--- config.mk ---
export PLATFORM = sky130hd
export DESIGN_NAME = tpq_top
export DESIGN_NICKNAME = d
export VERILOG_FILES = /design/src/logic/tpq_pkg.sv /design/src/logic/tpq_edge.sv /design/src/logic/tpq_pacer.sv /design/src/logic/tpq_top.sv
export SDC_FILE = /design/constraint.sdc
export NUM_CORES = 1
export LEC_CHECK = 0
export BUFFER_PORTS_ARGS = -buffer_cell sky130_fd_sc_hd__buf_2
export CORE_AREA = 5 5 117 119
export DETAILED_ROUTE_END_ITERATION = 8
export DIE_AREA = 0 0 122 124
export PLACE_DENSITY = 0.87
export RECOVER_POWER = 50
export SYNTH_ARGS = -nofsm -noshare
export SYNTH_HDL_FRONTEND = slang
export SYNTH_HIERARCHICAL = 1
export SYNTH_SLANG_ARGS = --single-unit
--- constraint.sdc ---
create_clock -name core_clk -period 11.1 [get_ports core_clk]
set_input_delay 3.33 -clock core_clk [delete_from_list [all_inputs] [get_ports core_clk]]
set_output_delay 3.33 -clock core_clk [all_outputs]
set_load 0.005 [all_outputs]
--- src/logic/tpq_pkg.sv ---
// Purpose: shared constants and types for the trigger pulse queue
// Assumes: single clock core_clk at 200 MHz
// Notes: times are given in their own unit and converted to cycles here
package tpq_pkg;

	// ****************************************************************
	// Clock and sizes
	// ****************************************************************
	localparam int unsigned CLK_HZ         = 200000000;
	localparam int unsigned QUEUE_CAP      = 2040;
	localparam int unsigned OCC_W          = 11;
	localparam int unsigned SEQ_W          = 16;
	localparam int unsigned CNT_W          = 11;
	localparam int unsigned PERIOD_W       = 32;
	localparam int unsigned PULSE_NS       = 1000;
	localparam int unsigned PULSE_CYC      = (PULSE_NS * (CLK_HZ / 1000000) + 999) / 1000;
	localparam int unsigned DEF_RATE_HZ    = 52;
	localparam int unsigned DEF_PERIOD_CYC = CLK_HZ / DEF_RATE_HZ;
	localparam logic [SEQ_W-1:0] DEF_SEQ_LEN = 16'h0001;

	// ****************************************************************
	// Run state and output selections
	// ****************************************************************
	typedef enum logic [1:0] {
		TPQ_RUN_IDLE  = 2'h0,
		TPQ_RUN_ON    = 2'h1,
		TPQ_RUN_DRAIN = 2'h2,
		TPQ_RUN_ABORT = 2'h3
	} tpq_run_t;

	typedef enum logic [1:0] {
		TPQ_SEL_CORE  = 2'h0,
		TPQ_SEL_RISE0 = 2'h1,
		TPQ_SEL_FALL0 = 2'h2,
		TPQ_SEL_LVL1  = 2'h3
	} tpq_sel_t;

	typedef struct packed {
		tpq_run_t              trigger_run_state;
		logic                  queue_enable_select;
		logic                  ext_enable;
		logic                  ext_polarity_fall;
		logic [SEQ_W-1:0]      sequence_length;
		logic [PERIOD_W-1:0]   max_output_rate;
		tpq_sel_t              camera_line0_select;
		tpq_sel_t              camera_line1_select;
		tpq_sel_t              front_output0_select;
	} tpq_cfg_t;

	typedef struct packed {
		logic                  sw_request_pending_flag;
		logic                  rate_violation_flag;
		logic                  trigger_lost;
		logic [OCC_W-1:0]      queue_occupancy;
		logic                  busy;
	} tpq_stat_t;

endpackage

--- src/logic/tpq_edge.sv ---
// Purpose: synchronise a pin and report its edges
// Assumes: input is asynchronous to core_clk
// Notes: first stage feeds only the second stage
`timescale 1ns/100ps
`default_nettype none
module tpq_edge
	import tpq_pkg::*;
(
	input  wire logic core_clk,
	input  wire logic rst,
	input  wire logic pin,
	output logic      level,
	output logic      rise,
	output logic      fall
);
	logic meta_q;
	logic sync_q;
	logic prev_q;

	// ****************************************************************
	// Two stage synchroniser and edge history
	// ****************************************************************
	always_ff @(posedge core_clk) begin
		if (rst) begin
			meta_q <= 1'b0;
			sync_q <= 1'b0;
			prev_q <= 1'b0;
		end else begin
			meta_q <= pin;
			sync_q <= meta_q;
			prev_q <= sync_q;
		end
	end

	// Edges from synchronised stages only
	assign level = sync_q;
	assign rise  = sync_q & ~prev_q;
	assign fall  = ~sync_q & prev_q;
endmodule
`default_nettype wire

--- src/logic/tpq_pacer.sv ---
// Purpose: emits a sequence of pulses spaced by the output period
// Assumes: period is at least PULSE_CYC + 1 cycles
// Notes: pulse width fixed by PULSE_CYC; abort clears at once
`timescale 1ns/100ps
`default_nettype none
module tpq_pacer
	import tpq_pkg::*;
(
	input  wire logic                core_clk,
	input  wire logic                rst,
	input  wire logic                start,
	input  wire logic                abort,
	input  wire logic [SEQ_W-1:0]    seq_len,
	input  wire logic [PERIOD_W-1:0] period,
	output logic                     pulse,
	output logic                     busy,
	output logic                     done,
	output logic                     ready
);
	logic [PERIOD_W-1:0] tick_q;
	logic [SEQ_W-1:0]    left_q;
	logic                busy_q;
	logic                done_q;

	// ****************************************************************
	// Sequence counter and period timer
	// ****************************************************************
	always_ff @(posedge core_clk) begin
		if (rst || abort) begin
			tick_q <= '0;
			left_q <= '0;
			busy_q <= 1'b0;
			done_q <= 1'b0;
		end else begin
			done_q <= 1'b0;
			if (tick_q != '0)
				tick_q <= tick_q - 1'b1;
			if (start && !busy_q && tick_q == '0) begin
				busy_q <= 1'b1;
				left_q <= (seq_len == '0) ? SEQ_W'(1) : seq_len;
				tick_q <= period;
			end else if (busy_q && tick_q == PERIOD_W'(1)) begin
				// Sequence ends one period after its last pulse began
				if (left_q == SEQ_W'(1)) begin
					busy_q <= 1'b0;
					done_q <= 1'b1;
				end else begin
					left_q <= left_q - 1'b1;
					tick_q <= period;
				end
			end
		end
	end

	// Pulse high for first PULSE_CYC cycles of each period
	assign pulse = busy_q && (tick_q > period - PERIOD_W'(PULSE_CYC));
	assign busy  = busy_q;
	assign done  = done_q;
	assign ready = !busy_q && tick_q == '0;
endmodule
`default_nettype wire

--- src/logic/tpq_top.sv ---
// Purpose: software and external trigger front end with pulse queue
// Assumes: control and status are plain ports, one clock
// Notes: queue counts sequences; occupancy drops when a sequence ends
`timescale 1ns/100ps
`default_nettype none

// How it works
// - Each accepted software trigger makes sequence_length pulses spaced by the period.
// - With queue, external and software triggers are stored and paced out.
// - With queue, writes accepted while busy; pending only when full.
// - With queue, writing a count enqueues that many requests; a zero count enqueues one.
// - Queue holds at most 2040 entries.
// - Occupancy is always visible on an output.
// - Occupancy drops only after the head sequence fully completes, or is cleared by abort or by turning the queue off.
// - Drain stop refuses inputs but finishes all queued pulses.
// - Abort stop cancels generation and empties queue immediately.
// - Queue works only when enabled; otherwise triggers bypass it.
// - Queued outputs are at least one period apart.
// - Empty queue and slow input give output in step with input.
// - Without queue, too fast input is dropped, flagged, lost event raised.
// - With queue, lost and violation only on overflow.
// - External input reacts only to the selected edge.
// - Level bypass passes input straight through, width kept, no checks; rise and fall bypass give one-cycle pulses.
// - Each output selector offers rise, fall and level bypass choices.
// - Without queue, software write while pending is ignored.
module tpq_top
	import tpq_pkg::*;
(
	input  wire logic             core_clk,
	input  wire logic             rst,
	input  wire tpq_cfg_t         cfg,
	input  wire logic             sw_trigger_request,
	input  wire logic [CNT_W-1:0] sw_trigger_count,
	input  wire logic             ext_trigger_pin,
	input  wire logic             front_input0_pin,
	input  wire logic             front_input1_pin,
	input  wire logic             rate_flag_clear,
	output tpq_stat_t             stat,
	output logic                  camera_line0,
	output logic                  camera_line1,
	output logic                  front_output0
);
	logic             ext_lvl;
	logic             ext_rise;
	logic             ext_fall;
	logic             in0_lvl;
	logic             in0_rise;
	logic             in0_fall;
	logic             in1_lvl;
	logic             in1_rise;
	logic             in1_fall;
	logic             ext_evt;
	logic             accepting;
	logic             qmode;
	logic [CNT_W-1:0] sw_n;
	logic [CNT_W-1:0] req_n;
	logic [OCC_W-1:0] occ_q;
	logic [OCC_W-1:0] room;
	logic [OCC_W-1:0] add_n;
	logic             overflow;
	logic             direct_drop;
	logic             start;
	logic             abort;
	logic             pulse;
	logic             pbusy;
	logic             pdone;
	logic             pready;
	logic             direct_pend_q;
	logic             viol_q;
	logic             lost_q;
	logic             o_l0_q;
	logic             o_l1_q;
	logic             o_f0_q;
	tpq_run_t         run_q;

	// ****************************************************************
	// Input synchronisers
	// ****************************************************************
	tpq_edge u_ext (
		.core_clk (core_clk),
		.rst      (rst),
		.pin      (ext_trigger_pin),
		.level    (ext_lvl),
		.rise     (ext_rise),
		.fall     (ext_fall)
	);
	tpq_edge u_in0 (
		.core_clk (core_clk),
		.rst      (rst),
		.pin      (front_input0_pin),
		.level    (in0_lvl),
		.rise     (in0_rise),
		.fall     (in0_fall)
	);
	tpq_edge u_in1 (
		.core_clk (core_clk),
		.rst      (rst),
		.pin      (front_input1_pin),
		.level    (in1_lvl),
		.rise     (in1_rise),
		.fall     (in1_fall)
	);

	// ****************************************************************
	// Run state: drain ends itself when all work is done
	// ****************************************************************
	always_ff @(posedge core_clk) begin
		if (rst)
			run_q <= TPQ_RUN_IDLE;
		else if (cfg.trigger_run_state == TPQ_RUN_DRAIN && run_q == TPQ_RUN_ON)
			run_q <= TPQ_RUN_DRAIN;
		else if (cfg.trigger_run_state != TPQ_RUN_DRAIN)
			run_q <= cfg.trigger_run_state;
		else if (run_q == TPQ_RUN_DRAIN && occ_q == '0 && !pbusy)
			run_q <= TPQ_RUN_IDLE;
	end

	// ****************************************************************
	// Request gathering
	// ****************************************************************
	assign accepting = (run_q == TPQ_RUN_ON);
	assign abort     = (run_q == TPQ_RUN_ABORT);
	assign qmode     = cfg.queue_enable_select;
	assign ext_evt   = cfg.ext_enable &&
		(cfg.ext_polarity_fall ? ext_fall : ext_rise);
	// Zero count treated as one so a plain strobe still triggers
	assign sw_n = !sw_trigger_request ? CNT_W'(0) :
		(sw_trigger_count == '0 ? CNT_W'(1) : sw_trigger_count);
	// Saturate so a full-count write plus an edge cannot wrap to zero
	assign req_n = !accepting ? CNT_W'(0) :
		((sw_n == '1) ? sw_n : (sw_n + CNT_W'(ext_evt)));
	assign room  = OCC_W'(QUEUE_CAP) - occ_q;
	assign overflow = qmode && (req_n > room);
	// Partial acceptance on overflow: store what fits, drop the rest
	assign add_n = (req_n > room) ? room : req_n;

	// Direct mode drops requests while a sequence or its period runs
	assign direct_drop = !qmode && accepting && (ext_evt || sw_trigger_request) &&
		(direct_pend_q || !pready);

	// ****************************************************************
	// Queue occupancy: counts whole sequences
	// ****************************************************************
	always_ff @(posedge core_clk) begin
		if (rst || abort || !qmode)
			occ_q <= '0;
		else
			occ_q <= occ_q + add_n - OCC_W'(pdone);
	end

	// Head of queue starts when pacer period has elapsed; an entry whose
	// done pulse is still being counted off must not start a second time
	assign start = qmode ? (occ_q > OCC_W'(pdone) && pready)
		: direct_pend_q;

	// ****************************************************************
	// Direct (unqueued) single pending request
	// ****************************************************************
	always_ff @(posedge core_clk) begin
		if (rst || abort || qmode)
			direct_pend_q <= 1'b0;
		else if (!direct_pend_q && accepting && (ext_evt || sw_trigger_request) && pready)
			direct_pend_q <= 1'b1;
		else if (direct_pend_q && pready)
			direct_pend_q <= 1'b0;
	end

	tpq_pacer u_pacer (
		.core_clk (core_clk),
		.rst      (rst),
		.start    (start),
		.abort    (abort),
		.seq_len  (cfg.sequence_length),
		.period   (cfg.max_output_rate),
		.pulse    (pulse),
		.busy     (pbusy),
		.done     (pdone),
		.ready    (pready)
	);

	// ****************************************************************
	// Flags: set wins over software clear
	// ****************************************************************
	always_ff @(posedge core_clk) begin
		if (rst)
			viol_q <= 1'b0;
		else if (overflow || direct_drop)
			viol_q <= 1'b1;
		else if (rate_flag_clear)
			viol_q <= 1'b0;
	end

	// One cycle lost event
	always_ff @(posedge core_clk) begin
		if (rst)
			lost_q <= 1'b0;
		else
			lost_q <= overflow || direct_drop;
	end

	// ****************************************************************
	// Output selectors with bypass choices
	// ****************************************************************
	function automatic logic pick(input tpq_sel_t s, input logic core,
		input logic r0, input logic f0, input logic l1);
		case (s)
			TPQ_SEL_CORE:  pick = core;
			TPQ_SEL_RISE0: pick = r0;
			TPQ_SEL_FALL0: pick = f0;
			TPQ_SEL_LVL1:  pick = l1;
			default:       pick = core;
		endcase
	endfunction

	// Registered outputs; level bypass keeps width, rise and fall bypass give one-cycle pulses
	always_ff @(posedge core_clk) begin
		if (rst) begin
			o_l0_q <= 1'b0;
			o_l1_q <= 1'b0;
			o_f0_q <= 1'b0;
		end else begin
			o_l0_q <= pick(cfg.camera_line0_select, pulse, in0_rise, in0_fall, in1_lvl);
			o_l1_q <= pick(cfg.camera_line1_select, pulse, in0_rise, in0_fall, in1_lvl);
			o_f0_q <= pick(cfg.front_output0_select, pulse, in0_rise, in0_fall, in1_lvl);
		end
	end

	assign camera_line0  = o_l0_q;
	assign camera_line1  = o_l1_q;
	assign front_output0 = o_f0_q;

	// ****************************************************************
	// Status
	// ****************************************************************
	assign stat.queue_occupancy = occ_q;
	assign stat.sw_request_pending_flag = qmode ? (occ_q == OCC_W'(QUEUE_CAP))
		: (direct_pend_q || pbusy || !pready);
	assign stat.rate_violation_flag = viol_q;
	assign stat.trigger_lost = lost_q;
	assign stat.busy = pbusy;

	// Unused edge/level taps kept for selector symmetry
	logic unused_ok;
	assign unused_ok = ext_lvl ^ in0_lvl ^ in1_rise ^ in1_fall;
endmodule
`default_nettype wire

# Word-level counts from Yosys, hierarchy flattened
# Index checks and enable logic that the tools add are counted.
[word_totals] regBits=77 input_bits=77 out_inout_bits=18
[classes] n_eq_ne=19 n_mux=30 magnitude_cmp=3 bitwise=9 reduce_logical=48 n_addsub=7
[ops] cell="$mux 32" count=4
[ops] cell="$mux 16" count=4
[ops] cell="$mux 11" count=5
[ops] cell="$eq 32x1->1 const B" count=1
[ops] cell="$gt 32x32->1" count=1
[ops] cell="$logic_not 32->1" count=1
[ops] cell="$reduce_bool 32->1" count=1
[ops] cell="$sub 32x1->32 const B" count=1
[ops] cell="$sub 32x8->32 const B" count=1
[ops] cell="$eq 11x11->1 const B" count=2
[ops] cell="$logic_not 11->1" count=2
[ops] cell="$eq 2x2->1 const B" count=9
[ops] cell="$logic_and 1x1->1" count=18
[ops] cell="$eq 16x1->1 const B" count=1
[ops] cell="$logic_not 16->1" count=1
[ops] cell="$sub 16x1->16 const B" count=1
[ops] cell="$pmux 1 s4" count=3
[ops] cell="$add 11x1->11" count=1
[ops] cell="$add 11x11->11" count=1
[ops] cell="$gt 11x1->1" count=1
[ops] cell="$gt 11x11->1" count=1
[ops] cell="$mux 1" count=11
[ops] cell="$sub 11x1->11" count=1
[ops] cell="$sub 11x11->11 const A" count=1
[ops] cell="other kinds (14)" count=43

# Depth between registers and ports, before layout
# Gate-level depths: netlist (run 1).
[logic_depth] ltp_word=11 mapped_depth=27 ltp_nobuf=26

# Modules after synthesis
# Netlist (run 1), hierarchy kept.
[by_module_without_submodules] mod="tpq_pacer" instances=1 cells_each=506 seq_area_each_um2=1001.0 area_per_inst_um2=4108.9
[by_module_without_submodules] mod="tpq_top" instances=1 cells_each=314 seq_area_each_um2=380.4 area_per_inst_um2=2331.0
[by_module_without_submodules] mod="tpq_edge" instances=3 cells_each=8 seq_area_each_um2=60.1 area_per_inst_um2=91.3

# Least setup slack after synthesis (run 1)
# Ideal clock, no wire load.
[synth_path] path_type="input-to-reg" startpoint="input sw_trigger_request" endpoint="register occ_q[10]" setup_time_ns=0.064 stages=26 t_arrival_ns=8.452 slack_ns=2.585 n_path_buf=3 path_cell_list="buf_2 > clkbuf_1 > nor2b_1 > ha_1 > ha_1 > nand2_1 > a211o_1 > a211oi_2 > ha_1 > nand2_1 > a21oi_1 > a221oi_1 > a21o_1 > buf_2 > mux2_2 > ha_1 > inv_1 > ha_1 > inv_1 > fa_1 > nor2b_1 > o31a_1 > o22a_1 > a31o_1 > or4_1 > nand4_1"
[synth_between] elab_chain_len=8 elab_cells_between_ends=9
[synth_lines] item="start, declared" line_no="tpq_top.sv:32" text="input wire logic sw_trigger_request,"
[synth_lines] item="$mux 11 (*)" line_no="tpq_top.sv:127" text="assign sw_n = !sw_trigger_request ? CNT_W'(0) :"
[synth_lines] item="$add 11x1->11 / $eq 11x11->1 (equally long branches)" line_no="tpq_top.sv:131" text="((sw_n == '1) ? sw_n : (sw_n + CNT_W'(ext_evt)));"
[synth_lines] item="$mux 11 (*)" line_no="tpq_top.sv:131"
[synth_lines] item="$mux 11 (*)" line_no="tpq_top.sv:130" text="assign req_n = !accepting ? CNT_W'(0) :"
[synth_lines] item="$gt 11x11->1" line_no="tpq_top.sv:135" text="assign add_n = (req_n > room) ? room : req_n;"
[synth_lines] item="$mux 11 (*)" line_no="tpq_top.sv:135"
[synth_lines] item="$add 11x11->11 (*)" line_no="tpq_top.sv:148" text="occ_q <= occ_q + add_n - OCC_W'(pdone);"
[synth_lines] item="$sub 11x1->11 (*)" line_no="tpq_top.sv:148"
[synth_lines] item="end signal, assigned" line_no="tpq_top.sv:148"
[synth_lines] item="end, declared" line_no="tpq_top.sv:57" text="logic [OCC_W-1:0] occ_q;"
# Every way passes the cells marked *; elsewhere a longest branch is shown, timed or not.
# A chain may end at the register's enable or synchronous reset.

# Worst setup path in the final report (run 1)
[layout_path] startpoint="input sw_trigger_count[7]" endpoint="register occ_q[10]"
[layout_between] elab_chain_len=10 elab_cells_between_ends=11
[layout_lines] item="start, declared" line_no="tpq_top.sv:33" text="input wire logic [CNT_W-1:0] sw_trigger_count,"
[layout_lines] item="$logic_not 11->1" line_no="tpq_top.sv:128" text="(sw_trigger_count == '0 ? CNT_W'(1) : sw_trigger_count);"
[layout_lines] item="$mux 11 (*)" line_no="tpq_top.sv:128"
[layout_lines] item="$mux 11 (*)" line_no="tpq_top.sv:127"
[layout_lines] item="$add 11x1->11 / $eq 11x11->1 (equally long branches)" line_no="tpq_top.sv:131"
[layout_lines] item="$mux 11 (*)" line_no="tpq_top.sv:131"
[layout_lines] item="$mux 11 (*)" line_no="tpq_top.sv:130"
[layout_lines] item="$gt 11x11->1" line_no="tpq_top.sv:135"
[layout_lines] item="$mux 11 (*)" line_no="tpq_top.sv:135"
[layout_lines] item="$add 11x11->11 (*)" line_no="tpq_top.sv:148"
[layout_lines] item="$sub 11x1->11 (*)" line_no="tpq_top.sv:148"
# Marked as above.

==> flow_summary.yaml, run 1 <==
status:
  run_status: "finished with violations"
  violations: "max-capacitance violations, max-slew violations"
layout:
  nets: 1070
  n_antenna_cell: 0
  area_growth_pct: 12.5
  layout.cell_area.non_filler_sq_um: 7510
  finish.cell_count_without_fillers: 1097
  seq_area_sq_um: 1540
  fin_util_pct: 60.2
  final_layout_size_suffix_gt1_share_pct: 13.9
  fillerInstances: 1112
  multi_input_comb_area_sq_um: 4810
power:
  power.total_mw: 1.53
  power_per_cell_area_nw_per_um2: 203
  switching_power_as_a_share_of_total_power_pct: 46.8
  p_int_mw: 0.811
  clkPwrFrac_pct: 18.4
  switchingPower_mw: 0.715
  pwr-share-seq_pct: 26.1
  max-vdd-ir-drop_uv: 181
  power.combinational.fraction_pct: 55.5
  leakagePower_nw: 3.02
route:
  drt-wirelength-per-cell_um: 15.3
  route.final.wire_length_um: 16800
  vias: 6405
  drt_iter0_markers: 463
  drtAntennaViolNets: 0
  detail_route.drc_violations: 0
  drt-pass1-iter-count: 5
  viasPerCell: 5.84
floorplan:
  dieArea_sq_um: 15100
  chipHeight_um: 124
  design.portCount: 95
  fp-row-count: 41
  core-area_sq_um: 12500
  effective_utilization_at_floorplan_pct: 53.5
  die_x_um: 122
critical_path:
  worstSetupStartpointType: "input pin"
  family_with_the_most_delay_on_the_worst_path: "compound AO/OA/AOI/OAI gates"
  cpPeakStageDelay_ps: 560
  timing.setup.critical_path_class: "input pin to flop"
  signal_arrival_time_at_the_worst_endpoint_ps: 9300
  crit_required_ps: 11390
  cp_num_buf_inv: 3
  timing.critical_path.mode_cell: "ha_1"
  critical_path.slowest_cell: "a21o_1"
  critPathMaxFanout: 20
  cp_capture_type: "flop"
global_routing:
  grt_remaining_overflow: 0
  wire_length_of_the_first_global_routing_pass_um: 27500
  grt_use_total_pct: 22.3
  grt_max_degree: 33
  grt_pass1_vias: 6120
  antenna_violations_before_repair: 0
synth:
  mappedNetlistNets: 990
  netlist_instances: 840
  synth_warnings: 6
  synth_area_sq_um: 6680
  synth.avg_cell_area_sq_um: 7.95
sta:
  layout_min_cycle_time_ps: 9010
  finalSetupTns_ps: 0
  drv_slew: 32
  finalClockSkew_ps: 8.18
  relSlewSlack_pct: -27.6
  hold_fails_final_rpt: 0
  rsz0062_at_grt: "false"
  min_period_over_period_pct: 81.2
  transition_time_at_the_pin_with_the_least_slew_margin_ps: 1910
  max_freq_ghz: 0.111
  setup_viol: 0
clocking:
  clk_sinks: 77
  cts_htree_levels: 3
  cts-resized-gates: 0
  clockBufferDepth: 2
  ctsHoldBuffers: 0
  tritoncts: "done"
  cts-buffers-inserted: 9
  cts_setup_buffers: 0
  clkLatencyLatePin_ps: 340
  clkTransAtPathRegs_ps: 70
  clock_tree.root_cell: "clkbuf_16"
placement:
  place_congestion: 0.885
  post-place-cells: 1081
  dp.final_hpwl_um: 13000
  buffer_ports.inserted: 94
  placement.cell_area_sq_um: 7240
hold_path:
  min-delay-path-class: "flop to flop"
flow_run:
  max-cap-violations: 1
==> power by group through the flow <==
stage,clock network (mW),logic [mW],registers (mW)
2_1_floorplan,0,0.665,0.381
3_3_place_gp,0,0.805,0.399
3_5_place_dp,0,0.826,0.400
4_1_cts,0.286,0.838,0.395
5_1_grt,0.296,0.945,0.403
6_report,0.281,0.847,0.398
==> stage by stage <==
stage | hold slack (ps) | setup slack (ps)
6_report | 437 | 2090
5_1_grt | 447 | 1660
4_1_cts | 441 | 2120
3_5_place_dp | 432 | 1770
3_3_place_gp | 417 | 1980
2_1_floorplan | 414 | 2580
==> routing by layer <==
| layer | wire (um) | vias up | track usage, % |
|---|---|---|---|
| met3 | 690 | 29 | 2.86 |
| met5 | 0 | - | 0 |
| li1 | - | 3204 | - |
| met4 | 396 | 0 | 9.10 |
| met1 | 7280 | 3004 | 26.1 |
| met2 | 8450 | 168 | 41.0 |
==> worst paths after layout <==
check / from / end / slack [ps] / depth (start not counted)
setup / recovery: sw_trigger_count[7] / occ_q[10]$_SDFF_PP0_ / 2090 / 27
hold / removal: u_in1/meta_q$_SDFF_PP0_ / u_in1/level$_SDFF_PP0_ / 440 / 1
setup reg to reg: u_ext/level$_SDFF_PP0_ / occ_q[10]$_SDFF_PP0_ / 5090 / 26
hold reg to reg: u_in1/meta_q$_SDFF_PP0_ / u_in1/level$_SDFF_PP0_ / 440 / 1
==> cells in the final DEF (no fill, tap or decap), types with 5 or more instances in the layout <==
cell type and instances:
buf_2 84, dfxtp_1 77, nor2_1 74, ha_1 72
a21oi_1 64, xnor2_1 63, nand2_1 61, inv_1 52
nor3_1 34, o21ai_0 32, nor4_1 30, xor2_1 25
nand3_1 23, a211oi_1 22, nor2b_1 22, nand4_1 18
or3_1 15, a21o_1 13, nand2b_1 12, clkbuf_1 10
or4_1 9, clkbuf_16 9, and2_1 7, and3_1 5
or2_2 5, nand3b_1 5
==> sequential cells by signal, summed over array words and instances (netlist names) <==
signal	cells
u_pacer/tick_q	32
u_in1/meta_q	1
u_in1/level	1
u_ext/meta_q	1
u_ext/prev_q	1
lost_q	1
u_in0/level	1
camera_line0	1
camera_line1	1
u_ext/level	1
direct_pend_q	1
u_pacer/busy	1
front_output0	1
u_pacer/done	1
run_q	2
occ_q	11
viol_q	1
u_in0/meta_q	1
u_pacer/left_q	16
u_in0/prev_q	1
==> worst reg2reg max path: stages (launching register included) <==
cell,delay [ps]
dfxtp_1,340
nor2b_1,120
mux2i_1,70
nor2b_1,160
ha_1,190
ha_1,190
nand2_1,120
nor2_1,150
xor2_1,160
nor2_1,80
ha_1,350
a211oi_1,220
nand2_1,90
a221oi_1,500
a21o_1,570
mux2_2,400
ha_1,270
inv_1,40
ha_1,180
inv_1,70
fa_1,200
nor2b_1,80
o31a_1,280
o22a_1,230
a31o_1,260
or4_1,530
nand4_1,90
==> final cells by class <==
type / count / area share [%]
inverter: 52 / 2.60
multi-input combinational: 685 / 64.1
tap: 172 / 2.87
sequential: 77 / 20.5
timing repair buffer: 95 / 6.15
clock buffer: 9 / 3.00
clock inverter: 7 / 0.783
Note: power is estimated with default switching activity, not from simulation.
==> inputs of run 2 (changes only) <==
Settings changed: CORE_AREA 5 5 117 119 to 5 5 119 121, DIE_AREA 0 0 122 124 to 0 0 124 126.
Clock period 11.1 ns to 7.8 ns, I/O delays scaled along.
==> flow_summary.yaml, run 2 (synthesis results as in run 1) <==
power:
  leakagePower_nw: 3.08
  power.total_mw: 2.28
  switching_power_as_a_share_of_total_power_pct: 45.1
  power_per_cell_area_nw_per_um2: 298
  pwr-share-seq_pct: 24.9
  clkPwrFrac_pct: 21.6
  p_int_mw: 1.25
  switchingPower_mw: 1.03
  max-vdd-ir-drop_uv: 196
  power.combinational.fraction_pct: 53.5
critical_path:
  critPathMaxFanout: 4
  signal_arrival_time_at_the_worst_endpoint_ps: 7680
  timing.setup.critical_path_class: "input pin to flop"
  crit_required_ps: 8090
  worstSetupStartpointType: "input pin"
  cp_capture_type: "flop"
sta:
  drv_slew: 33
  finalClockSkew_ps: 11.2
  min_period_over_period_pct: 94.8
  finalSetupTns_ps: 0
  setup_viol: 0
  relSlewSlack_pct: -0.691
  max_freq_ghz: 0.135
  whs_ps: 446
  layout_min_cycle_time_ps: 7390
  transition_time_at_the_pin_with_the_least_slew_margin_ps: 1510
  hold_fails_final_rpt: 0
layout:
  layout.cell_area.non_filler_sq_um: 7640
  nets: 1074
  largest_registers: "u_pacer/tick_q (32), u_pacer/left_q (16), occ_q (11)"
  fin_util_pct: 58.9
  final_layout_size_suffix_gt1_share_pct: 14.9
  most-common-layout-cells: "83 x buf_2, 77 x dfxtp_1, 74 x nor2_1"
  n_antenna_cell: 0
  mostFrequentLayoutCell: "buf_2"
  area_growth_pct: 14.5
  regMostFlops: "u_pacer/tick_q"
  largest_register_ffs: 32
floorplan:
  core-area_sq_um: 13000
  effective_utilization_at_floorplan_pct: 51.4
  dieArea_sq_um: 15600
  chipHeight_um: 126
  design.portCount: 95
  die_x_um: 124
  fp-row-count: 42
clocking:
  clock_tree.root_cell: "clkbuf_16"
  clockBufferDepth: 2
  cts-buffers-inserted: 9
  clkLatencyLatePin_ps: 340
  clkTransAtPathRegs_ps: 70
  cts_htree_levels: 3
  clk_sinks: 77
  cts_setup_buffers: 0
  tritoncts: "done"
status:
  violations: "max-capacitance violations, max-slew violations"
  run_status: "finished with violations"
placement:
  placement.cell_area_sq_um: 7280
  place_congestion: 0.901
  buffer_ports.inserted: 94
  dp.final_hpwl_um: 13400
global_routing:
  grt_pass1_vias: 6429
  grt_use_total_pct: 22.8
  wire_length_of_the_first_global_routing_pass_um: 29200
  grt_max_degree: 33
  antenna_violations_before_repair: 0
  grt_remaining_overflow: 0
route:
  vias: 6586
  drt-wirelength-per-cell_um: 16.2
  viasPerCell: 5.96
  route.final.wire_length_um: 17900
  drt-pass1-iter-count: 5
  detail_route.drc_violations: 0
  drt_iter0_markers: 464
  drtAntennaViolNets: 0
hold_path:
  min-delay-path-class: "flop to flop"
flow_run:
  max-cap-violations: 1
## run 2: cell types whose count changed in the layout (fill, tap and decap cells not counted), sizes merged
cell,delta
bufinv,+3
buf,+2
clkbuf,+2
clkinv,-2
clkinvlp,-1
## run 2: metal layers
layer | GRT usage (%) | part of all wire, % | wire [um]
met1 | 27.8 | 42 | 7470
met2 | 39.4 | 50 | 8950
met3 | 3.41 | 5.9 | 1060
met4 | 9.86 | 2.5 | 452
met5 | 0 | 0 | 0
## run 2: timing repair
action | 4_1_cts | 5_1_grt
resized for setup | 0 | 7
hold buffers | 0 | 0
endpoints found under the setup margin | 0 | 2
## run 2: final timing paths
check	slack, ps	to	cells after the start	start
worst max-delay path	410	occ_q[10]$_SDFF_PP0_	26	sw_trigger_count[7]
worst min-delay path	450	u_in1/level$_SDFF_PP0_	1	u_in1/meta_q$_SDFF_PP0_
worst max register to register	2340	occ_q[10]$_SDFF_PP0_	25	u_ext/level$_SDFF_PP0_
worst min register to register	450	u_in1/level$_SDFF_PP0_	1	u_in1/meta_q$_SDFF_PP0_
## run 2: power groups by stage
| stage | registers (mW) | clock network (mW) | logic, mW |
|---|---|---|---|
| floorplan | 0.542 | 0 | 0.947 |
| global placement | 0.567 | 0 | 1.16 |
| detailed placement | 0.570 | 0 | 1.19 |
| CTS | 0.562 | 0.500 | 1.20 |
| global route | 0.576 | 0.516 | 1.34 |
| finish | 0.567 | 0.492 | 1.22 |
## run 2: worst max-delay path: stages
cell and delay, ps:
buf_2 130, nor4_2 280, a31oi_1 120, nor2b_1 130, ha_1 170, ha_1 180
nand2_1 110, a211o_1 310, a211oi_2 310, ha_1 310, nand2_1 100, a21oi_1 80
a221oi_2 290, a21o_1 200, mux2_2 360, ha_1 290, inv_1 50, ha_1 200
inv_1 80, fa_1 180, nor2b_1 70, o31a_1 280, o22a_1 220, a31o_1 260
or4_1 520, nand4_1 90
## run 2: metrics by stage
step	setup slack, ps	cells
after floorplan	275	840
after global placement	212	1089
after detailed placement	121	1089
after CTS	382	1105
after global routing	-7.52	1105
final	406	1105
## run 2: area by class of cell
class	count	area, sq um
inverters	52	195
fillers	1194	5340
flip-flops and latches	77	1540
well taps	176	220
clock buffers	9	225
clock inverters	7	120
repair buffers	99	490
multi-input cells	685	4850
